<file path="config.mk">
export PLATFORM = sky130hd
export DESIGN_NAME = irb_endec
export DESIGN_NICKNAME = d
export VERILOG_FILES = /design/src/irb_endec.v
export VERILOG_INCLUDE_DIRS = /design/src
export SDC_FILE = /design/constraint.sdc
export NUM_CORES = 1
export LEC_CHECK = 0
export BUFFER_PORTS_ARGS = -buffer_cell sky130_fd_sc_hd__buf_2
export CAP_MARGIN = 0
export CELL_PAD_IN_SITES_DETAIL_PLACEMENT = 1
export CELL_PAD_IN_SITES_GLOBAL_PLACEMENT = 1
export CORE_MARGIN = 2
export CORE_UTILIZATION = 30
export DETAILED_ROUTE_END_ITERATION = 10
export GPL_TIMING_DRIVEN = 0
export PLACE_DENSITY_LB_ADDON = 0.1
export SLEW_MARGIN = 20
export SYNTH_ARGS = -nofsm -noshare
export SYNTH_HDL_FRONTEND = slang
export SYNTH_SLANG_ARGS = --single-unit
export TNS_END_PERCENT = 50
</file>
<file path="constraint.sdc">
create_clock -name I_MCLK -period 1.2 [get_ports I_MCLK]
set_input_delay 0.12 -clock I_MCLK [delete_from_list [all_inputs] [get_ports I_MCLK]]
set_output_delay 0.12 -clock I_MCLK [all_outputs]
set_load 0.005 [all_outputs]
</file>
<file path="src/irb_consts.vh">
// Constants for the infrared bit encoder/decoder.
// Assumes a single system clock and a UART baud tick one clock wide.
// What this block does
// - Receive pin synchronised to system clock first
// - Filter select 0 bypasses, 1 inserts filter
// - Half-duplex when enabled: never transmit and receive together
// - Timing taken from UART baud tick
// - One bit: output low whole period
// - Zero bit: low 7, high 3, low 6
// - Enabled: transmit pin carries modulated signal
// - Enabled: UART input fed demodulated data, held high while I_UART_TX_BUSY
// - Receive tick counter runs 0 to 15
// - Demodulated output lags counter reset nine ticks
// - Falling edge resets receive counter
// - Count 8 updates demodulated output
// - Count 12 opens pulse sampling window
`ifndef IRB_CONSTS_VH
`define IRB_CONSTS_VH
`define IRB_CNT_W 4
`define IRB_CNT_ZERO 4'h0
`define IRB_CNT_LAST 4'hf
`define IRB_PULSE_START 4'h7
`define IRB_PULSE_END 4'ha
`define IRB_UPDATE_CNT 4'h8
`define IRB_WINDOW_CNT 4'hc
`define IRB_FILT_W 2
`define IRB_FILT_MAX 2'h3
`define IRB_FILT_ZERO 2'h0
`endif

</file>
<file path="src/irb_endec.v">
// Infrared bit encoder/decoder between a UART and an infrared transceiver.
// Assumes I_BAUD_TICK is a one-cycle pulse at sixteen times the bit rate.
// Receive pulses from the transceiver are taken as active high.
`timescale 1ns/100ps
`include "irb_consts.vh"

module irb_endec
(
    input wire I_MCLK,
    input wire I_RESETN,
    input wire I_ENABLE,
    input wire I_BAUD_TICK,
    input wire I_NOISE_FILTER_SELECT,
    input wire I_UART_TXD,
    input wire I_UART_TX_BUSY,
    input wire I_MODULATED_RX_IN,
    output reg O_MODULATED_TX_OUT,
    output reg O_UART_RXD
);

    reg rst_meta;
    reg rst_sync;
    wire rst_n;
    reg rx_s1;
    reg rx_s2;
    reg rx_s3;
    reg rx_clean;
    reg [`IRB_FILT_W-1:0] filt_cnt;
    reg filt_out;
    reg rx_line;
    reg rx_prev;
    reg [`IRB_CNT_W-1:0] tx_cnt;
    reg tx_bit;
    reg [`IRB_CNT_W-1:0] rx_cnt;
    reg rx_window;
    reg pulse_seen;
    reg rx_active;
    wire rx_fall;
    wire tx_allowed;
    reg next_tx_out;
    reg [`IRB_CNT_W-1:0] next_tx_cnt;
    reg next_tx_bit;
    reg [`IRB_FILT_W-1:0] next_filt_cnt;
    reg next_filt_out;
    reg next_rx_line;
    reg [`IRB_CNT_W-1:0] next_rx_cnt;
    reg next_rx_window;
    reg next_pulse_seen;
    reg next_rx_active;
    reg next_uart_rxd;

    // Reset release through two flops
    always @(posedge I_MCLK or negedge I_RESETN)
    begin
        if (!I_RESETN)
        begin
            rst_meta <= 1'b0;
            rst_sync <= 1'b0;
        end
        else
        begin
            rst_meta <= 1'b1;
            rst_sync <= rst_meta;
        end
    end
    assign rst_n = rst_sync;

    // Three-flop synchroniser on the receive pin
    always @(posedge I_MCLK or negedge rst_n)
    begin
        if (!rst_n)
        begin
            rx_s1 <= 1'b0;
            rx_s2 <= 1'b0;
            rx_s3 <= 1'b0;
        end
        else
        begin
            rx_s1 <= I_MODULATED_RX_IN;
            rx_s2 <= rx_s1;
            rx_s3 <= rx_s2;
        end
    end

    // Change accepted once the last two stages agree
    // A level seen by one stage only is dropped
    always @(posedge I_MCLK or negedge rst_n)
    begin
        if (!rst_n)
        begin
            rx_clean <= 1'b0;
        end
        else if (rx_s2 == rx_s3)
        begin
            rx_clean <= rx_s3;
        end
    end

    // Saturating noise filter; output flips only at the rails
    always @*
    begin
        next_filt_cnt = filt_cnt;
        next_filt_out = filt_out;
        if (rx_clean && filt_cnt != `IRB_FILT_MAX)
        begin
            next_filt_cnt = filt_cnt + 1'b1;
        end
        else if (!rx_clean && filt_cnt != `IRB_FILT_ZERO)
        begin
            next_filt_cnt = filt_cnt - 1'b1;
        end
        if (filt_cnt == `IRB_FILT_MAX)
        begin
            next_filt_out = 1'b1;
        end
        else if (filt_cnt == `IRB_FILT_ZERO)
        begin
            next_filt_out = 1'b0;
        end
    end

    always @(posedge I_MCLK or negedge rst_n)
    begin
        if (!rst_n)
        begin
            filt_cnt <= `IRB_FILT_ZERO;
            filt_out <= 1'b0;
        end
        else
        begin
            filt_cnt <= next_filt_cnt;
            filt_out <= next_filt_out;
        end
    end

    // Filter in or out of the receive path
    always @*
    begin
        next_rx_line = rx_clean;
        if (I_NOISE_FILTER_SELECT)
        begin
            next_rx_line = filt_out;
        end
    end

    always @(posedge I_MCLK or negedge rst_n)
    begin
        if (!rst_n)
        begin
            rx_line <= 1'b0;
            rx_prev <= 1'b0;
        end
        else
        begin
            rx_line <= next_rx_line;
            rx_prev <= rx_line;
        end
    end

    // Transceiver pulse is active high; its trailing edge marks a pulse
    assign rx_fall = rx_prev && !rx_line;
    assign tx_allowed = I_ENABLE && !rx_active;

    // Transmit modulator; a bit is taken at count 0 of each period
    always @*
    begin
        next_tx_cnt = tx_cnt;
        next_tx_bit = tx_bit;
        if (!tx_allowed)
        begin
            // Receiving or off: modulator held idle
            next_tx_cnt = `IRB_CNT_ZERO;
            next_tx_bit = 1'b1;
        end
        else if (I_BAUD_TICK)
        begin
            if (tx_cnt == `IRB_CNT_LAST)
            begin
                // Reload at wrap so the new bit is ready at count 0
                next_tx_cnt = `IRB_CNT_ZERO;
                next_tx_bit = I_UART_TXD;
            end
            else
            begin
                next_tx_cnt = tx_cnt + 1'b1;
            end
            if (tx_cnt == `IRB_CNT_ZERO)
            begin
                next_tx_bit = I_UART_TXD;
            end
        end
    end

    always @(posedge I_MCLK or negedge rst_n)
    begin
        if (!rst_n)
        begin
            tx_cnt <= `IRB_CNT_ZERO;
            tx_bit <= 1'b1;
        end
        else
        begin
            tx_cnt <= next_tx_cnt;
            tx_bit <= next_tx_bit;
        end
    end

    always @*
    begin
        next_tx_out = 1'b0;
        if (tx_allowed && !tx_bit && tx_cnt >= `IRB_PULSE_START && tx_cnt < `IRB_PULSE_END)
        begin
            next_tx_out = 1'b1;
        end
    end

    // Receive decoder, next values
    always @*
    begin
        next_rx_cnt = rx_cnt;
        next_rx_window = rx_window;
        next_pulse_seen = pulse_seen;
        next_rx_active = rx_active;
        next_uart_rxd = O_UART_RXD;
        if (!I_ENABLE)
        begin
            // Endec off: UART sees the conditioned pin
            next_rx_cnt = `IRB_CNT_ZERO;
            next_rx_window = 1'b1;
            next_pulse_seen = 1'b0;
            next_rx_active = 1'b0;
            next_uart_rxd = rx_clean;
        end
        else if (I_UART_TX_BUSY)
        begin
            // Half duplex: echoes of our own pulses are ignored
            next_rx_cnt = `IRB_CNT_ZERO;
            next_rx_window = 1'b1;
            next_pulse_seen = 1'b0;
            next_rx_active = 1'b0;
            next_uart_rxd = 1'b1;
        end
        else if (rx_fall && rx_window)
        begin
            // Trailing pulse edge restarts bit timing; beats a tick
            next_rx_cnt = `IRB_CNT_ZERO;
            next_rx_window = 1'b0;
            next_pulse_seen = 1'b1;
            next_rx_active = 1'b1;
        end
        else if (I_BAUD_TICK)
        begin
            if (rx_cnt == `IRB_CNT_LAST)
            begin
                next_rx_cnt = `IRB_CNT_ZERO;
                if (!pulse_seen)
                begin
                    // A quiet period ends the reception
                    next_rx_active = 1'b0;
                end
            end
            else
            begin
                next_rx_cnt = rx_cnt + 1'b1;
            end
            if (rx_cnt == `IRB_UPDATE_CNT)
            begin
                next_uart_rxd = !pulse_seen;
                next_pulse_seen = 1'b0;
            end
            if (rx_cnt == `IRB_WINDOW_CNT)
            begin
                next_rx_window = 1'b1;
            end
        end
    end

    always @(posedge I_MCLK or negedge rst_n)
    begin
        if (!rst_n)
        begin
            rx_cnt <= `IRB_CNT_ZERO;
            rx_window <= 1'b1;
            pulse_seen <= 1'b0;
            rx_active <= 1'b0;
            O_UART_RXD <= 1'b1;
        end
        else
        begin
            rx_cnt <= next_rx_cnt;
            rx_window <= next_rx_window;
            pulse_seen <= next_pulse_seen;
            rx_active <= next_rx_active;
            O_UART_RXD <= next_uart_rxd;
        end
    end

    // Transmit pin: modulated when enabled, plain UART data otherwise
    always @(posedge I_MCLK or negedge rst_n)
    begin
        if (!rst_n)
        begin
            O_MODULATED_TX_OUT <= 1'b0;
        end
        else
        begin
            O_MODULATED_TX_OUT <= I_ENABLE ? next_tx_out : I_UART_TXD;
        end
    end

endmodule

</file>
; ---- Word-level counts from Yosys, hierarchy flattened
; Cells that the tools add are included.
[totals]
out_inout_bits = 2
elab_cells = 104
register_bits = 25
in_bits = 8
[op_classes]
n_eq_ne = 17
add_sub_neg = 4
muxes = 40
reduce_logical = 23
order_cmp = 2
[op_table]
columns = operator, count
row1 = $mux W4, 8
row2 = $mux W1, 30
row3 = $eq A4 B4 Y1 const B, 4
row4 = $ne A4 B1 Y1 const B, 4
row5 = $ne A3 B1 Y1 const B, 3
row6 = $add A4 B1 Y4 const B, 2
row7 = $logic_and A1 B1 Y1, 8
row8 = $reduce_and A2 Y1, 3
row9 = $reduce_and A3 Y1, 2
row10 = $reduce_bool A2 Y1, 3
row11 = $logic_not A1 Y1, 5
row12 = $ge A4 B3 Y1 const B, 1
row13 = $logic_not A4 Y1, 1
row14 = $lt A4 B4 Y1 const B, 1
row15 = $mux W2, 2
row16 = $ne A2 B2 Y1 const B, 2
row17 = $ne A4 B3 Y1 const B, 1
row18 = $ne A3 B3 Y1 const B, 1
row19 = $add A2 B1 Y2 const B, 1
row20 = $eq A2 B2 Y1 const B, 1
row21 = $logic_not A2 Y1, 1
row22 = $sub A2 B1 Y2 const B, 1
row23 = $eq A1 B1 Y1, 1

; ---- Depth between registers and ports, before layout
[depth]
ltp_word = 7
ltp_mapped = 5
mapped_depth_nobuf = 5

; ---- Worst setup path before layout
; No wires, ideal clock.
[synth_timing]
path_kind = flip-flop to flip-flop
from = reg tx_cnt[0]
to = reg tx_bit
stages_incl_launch_ff = 5
synth_period_minus_slack_ns = 1.246
t_required_ns = 1.125
path_buffers = 0
slack_ns = -0.046
setup_ns = 0.075
arrival_time_ns = 1.171
cell_sequence = dfrtp_1 ha_1 and3_1 o21ai_0 mux2i_1
[synth_via]
elab_chain_len = 4
elab_cells_between_ends = 7
classes_between = eq/ne (2) / mux (3) / reduce/logical (2)
[synth_lines]
columns = element, line_no
row1 = from (decl), irb_endec.v:32  ; reg [`IRB_CNT_W-1:0] tx_cnt;
row2 = from (signal assigned), irb_endec.v:198  ; tx_cnt <= `IRB_CNT_ZERO;
row3 = from (signal assigned), irb_endec.v:203  ; tx_cnt <= next_tx_cnt;
row4 = $logic_not A4 Y1 (no line), --
row5 = $mux W1, irb_endec.v:187  ; if (tx_cnt == `IRB_CNT_ZERO)
row6 = $mux W1, irb_endec.v:175  ; else if (I_BAUD_TICK)
row7 = $mux W1, irb_endec.v:169  ; if (!tx_allowed)
row8 = to (signal assigned), irb_endec.v:204  ; tx_bit <= next_tx_bit;
row9 = to (decl), irb_endec.v:33  ; reg tx_bit;
; Parallel ways exist; a longest one is shown, timed or not. The select of a mux whose other input is x is not followed.
; A chain may end at the register's enable or synchronous reset.

; ---- Worst setup path after layout
[layout_timing]
from = reg rx_cnt[0]
to = reg O_UART_RXD
[layout_via]
elab_chain_len = 3
[layout_lines]
columns = element, line_no
row1 = from (decl), irb_endec.v:34  ; reg [`IRB_CNT_W-1:0] rx_cnt;
row2 = from (signal assigned), irb_endec.v:282  ; rx_cnt <= `IRB_CNT_ZERO;
row3 = from (signal assigned), irb_endec.v:290  ; rx_cnt <= next_rx_cnt;
row4 = $eq A4 B4 Y1 (no line), --
row5 = $ne A3 B1 Y1 (no line), --
row6 = $reduce_and A3 Y1 (no line), --
row7 = to (signal assigned), irb_endec.v:294  ; O_UART_RXD <= next_uart_rxd;
row8 = to (decl), irb_endec.v:18  ; output reg O_UART_RXD
; Every way passes these cells.

==> impl_results.md <==
* Outcome: finished with violations
* Violated checks: negative setup slack
* CP max FO at 3
* CTS Root Cell: clkbuf_8
* Period utilisation layout at 103.4%
* I/O pins at 10
* Family with the most delay on the worst path: flip-flops
* Cell Area, Synth at 1139 um^2
* Leakage at about 0.64 nW
* Synth Area in Compound Gates at 10.77%
* TritonCTS Buffers at 3
* Layout Skew at 0.005222 ns
* Initial antenna violation count at 0
* Fmax at 0.8060 GHz
* Post-synth EDFFs at 0
* Syn Area/Cell at between 10 and 15 um^2
* Critical path arrival at 1.46 ns
* CTS max path bufs at 2
* Yosys warns at 0
* Post-Synthesis Cells at roughly 110
* Mux cell area share after synthesis at 5.385%
* Int Pwr at between 1.5 and 2 mW
* Global Route Usage Sum at between 10 and 15%
* Die height at 65.61 um
* HPWL after DPL at about 1.6 mm
* Starting density of the core at approximately 31%
* Post-synth ARST share at 100.0%
* Yosys top cell area share at 48.35%
* Core Util, Final at around 41%
* Primary FF master, synth: dfrtp_1
* Final worst slack at -0.04068 ns
* Seq pwr share at 48.8%
* Sw Ratio at between 30% and 40%
* Later-pin clock latency in the skew report at 0.27 ns
* Area leader, netlist: dfrtp_1
* Largest net degree at the start of global routing at 24
* Syn_nets at 119
* Routed len/inst at ~14 um
* Maximum single-stage delay on the critical path at 0.41 ns
* Simple-gate share of the synthesized area at 14.62%
* WP buf/inv at 1
* Peak supply drop at slightly above 0.7 mV
* Final Critical Period at 1.241 ns
* Vias/cell at 4.737
* Crit end category: flip-flop
* Die width at 65.61 um
* HP Class: primary input to flip-flop
* # diodes at 0
* RSZ-0062 raised after global routing: true
* CTS tree: yes
* Most common cell in the netlist: dfrtp_1
* Die ar. at 4304 um^2
* Synth-to-layout area growth at 31.21%
* Vias in the first global route at 943
* First-pass DRT Iterations at 4
* Area share of fa/ha/maj cells after synthesis at 7.473%
* Worst Tran Pin Value at 0.5161 ns
* Post-synth top cells: dfrtp_1, nor2_1
* Req. time, crit path at 1.42 ns
* Seq cells post-synth at 25
* Layout cells sized above 1 at a little under two fifths
* Pre-CTS setup slack at -0.1285 ns
* Setup Crit Path Kind: flip-flop to flip-flop
* GP Congestion at 0.7414
* Clk sinks at 25
* Vias at between 800 and 900
* Final Hold Violating Endpoints at 0
* Global-route wire length before repair at 4.209 mm
* CTS clk-pin slew, worst paths at 0.10 ns
* Sequential area share after synthesis at 55.27%
* DRC violations left at 0
* Final setup vio count at 3
* Cells taking the most area after synthesis: dfrtp_1, dfstp_2, ha_1, mux2i_1, a21oi_1
* Max-cap violations at 0
* Max-slew violation count at 0
* Layout Nets at around 150
* FILL cells at 399
* H-tree depth at 1
* Core box area at around 3700 um^2
* Setup crit start kind: flip-flop
* Count of input and output buffers at 9
* Synth Area in XOR/XNOR at under 10%
* Clock Power Share at 24.2%
* Overflow left after global routing at 0
* Power Density at between 1000 and 1500 nW/um^2
* Cell chain of the critical path: inv_2 -> ha_4 -> nand4b_1 -> o31a_1 -> o21ai_2
* Distinct cells, synth at 33
* Slew HR at 65.59%
* Main combinational cell family by area after synthesis: simple AND/OR/NAND/NOR gates
* Slowest CP cell: dfrtp_1
* Antenna viol nets, final at 0
* DRT Wirelength at 2.433 mm
* Iteration-0 DRC Markers at 28
* Combinational share of power at 27.0%
* Rows at 22
* NetSw at roughly 660 uW
## power by group through the flow
stage                     registers (mW)  logic (mW)  clock network (mW)
after floorplan                     1.05       0.293                   0
after global placement              1.07       0.364                   0
after detailed placement            1.07       0.380                   0
after CTS                           1.06       0.429               0.550
after global routing                1.08       0.669               0.582
final                               1.06       0.587               0.527
## through the flow
step	total power, mW	instances	cell area [um^2]	hold slack (ns)	setup TNS, ns
after floorplan	1.340	105	1139	-0.1756	-0.002127
after global placement	1.433	162	1244	-0.09608	-0.2284
after detailed placement	1.453	162	1244	-0.09242	-0.2371
after CTS	2.035	175	1400	0.08736	-0.08638
after global routing	2.331	179	1494	0.08233	-0.4293
final	2.175	179	1494	0.09488	-0.08195
## registers in the layout, indices dropped and copies added (netlist names)
register,flops
rx_s3,1
rx_active,1
rst_meta,1
rx_prev,1
tx_cnt,4
filt_out,1
rx_line,1
rst_n,1
O_MODULATED_TX_OUT,1
tx_bit,1
rx_cnt,4
pulse_seen,1
rx_clean,1
rx_window,1
rx_s2,1
filt_cnt,2
rx_s1,1
O_UART_RXD,1
## worst reg2reg max path: cells and delay by family, from the launching register on
| family | cells | cell delay (ns) |
|---|---|---|
| AO/OA/AOI/OAI | 2 | 0.39 |
| adder cells (fa/ha/maj) | 1 | 0.14 |
| buffers and inverters | 1 | 0.09 |
| flip-flops | 1 | 0.41 |
| AND/OR/NAND/NOR | 1 | 0.16 |
## kinds of logic (layout without fill, tap and decap cells)
family,after synthesis,count (layout)
AND/OR/NAND/NOR,32,32
flip-flops,25,25
AO/OA/AOI/OAI,21,21
buffers and inverters,9,35
adder cells (fa/ha/maj),7,7
multiplexers,6,6
XOR/XNOR,4,4
other,1,1
## routing by layer
layer	GRT usage (%)	wire, um	vias up
li1	-	-	409
met1	14.25	1067	425
met2	22.96	1236	9
met3	3.425	82	5
met4	6.250	48	0
met5	0	0	-
## cell type report
type / count / area, um^2 / share of cell area [%]
flip-flops and latches: 25 / 633.1 / 42.38
clock inverters: 1 / 7.507 / 0.5025
multi-input cells: 71 / 565.5 / 37.86
well taps: 48 / 60.06 / 4.020
inverters: 8 / 30.03 / 2.010
clock buffers: 3 / 41.29 / 2.764
repair buffers: 22 / 151.4 / 10.13
plain buffers: 1 / 5.005 / 0.3350
## worst paths after layout
path | slack, ns | startpoint | cells after the start | end
min in group asynchronous | 0.15 | I_RESETN | 2 | rst_n
worst min register to register | 0.25 | rst_n | 0 | rx_s1
max in group asynchronous | 0.57 | rst_n | 0 | tx_cnt[3]
worst min-delay path | 0.09 | I_NOISE_FILTER_SELECT | 2 | rx_line
worst max-delay path | -0.04 | rx_cnt[0] | 5 | O_UART_RXD
worst max register to register | -0.04 | rx_cnt[0] | 5 | O_UART_RXD
## cell usage in the layout, fill, tap and decap left out, types with 2 or more instances in the layout
master / count
o21ai_1: 2
xor2_1: 2
o21ai_0: 3
nand2_1: 7
dfrtp_2: 3
clkbuf_8: 3
xnor2_1: 2
buf_4: 10
dfstp_2: 3
dlygate4sd3_1: 2
a21oi_1: 5
inv_1: 4
nand2b_1: 3
nand3_1: 2
a21oi_2: 2
buf_2: 10
ha_4: 3
o21ai_2: 2
ha_2: 2
dfrtp_1: 19
nor2_1: 9
inv_2: 4
mux2i_1: 5
## repair_timing
item,4_1_cts,5_1_grt
gates resized for setup,13,15
endpoints found under the setup margin,6,12
hold buffers,2,0
hold endpoints to repair,3,0
pin swaps,5,4
buffers inserted,7,4
(Power assumes the default switching activity.)
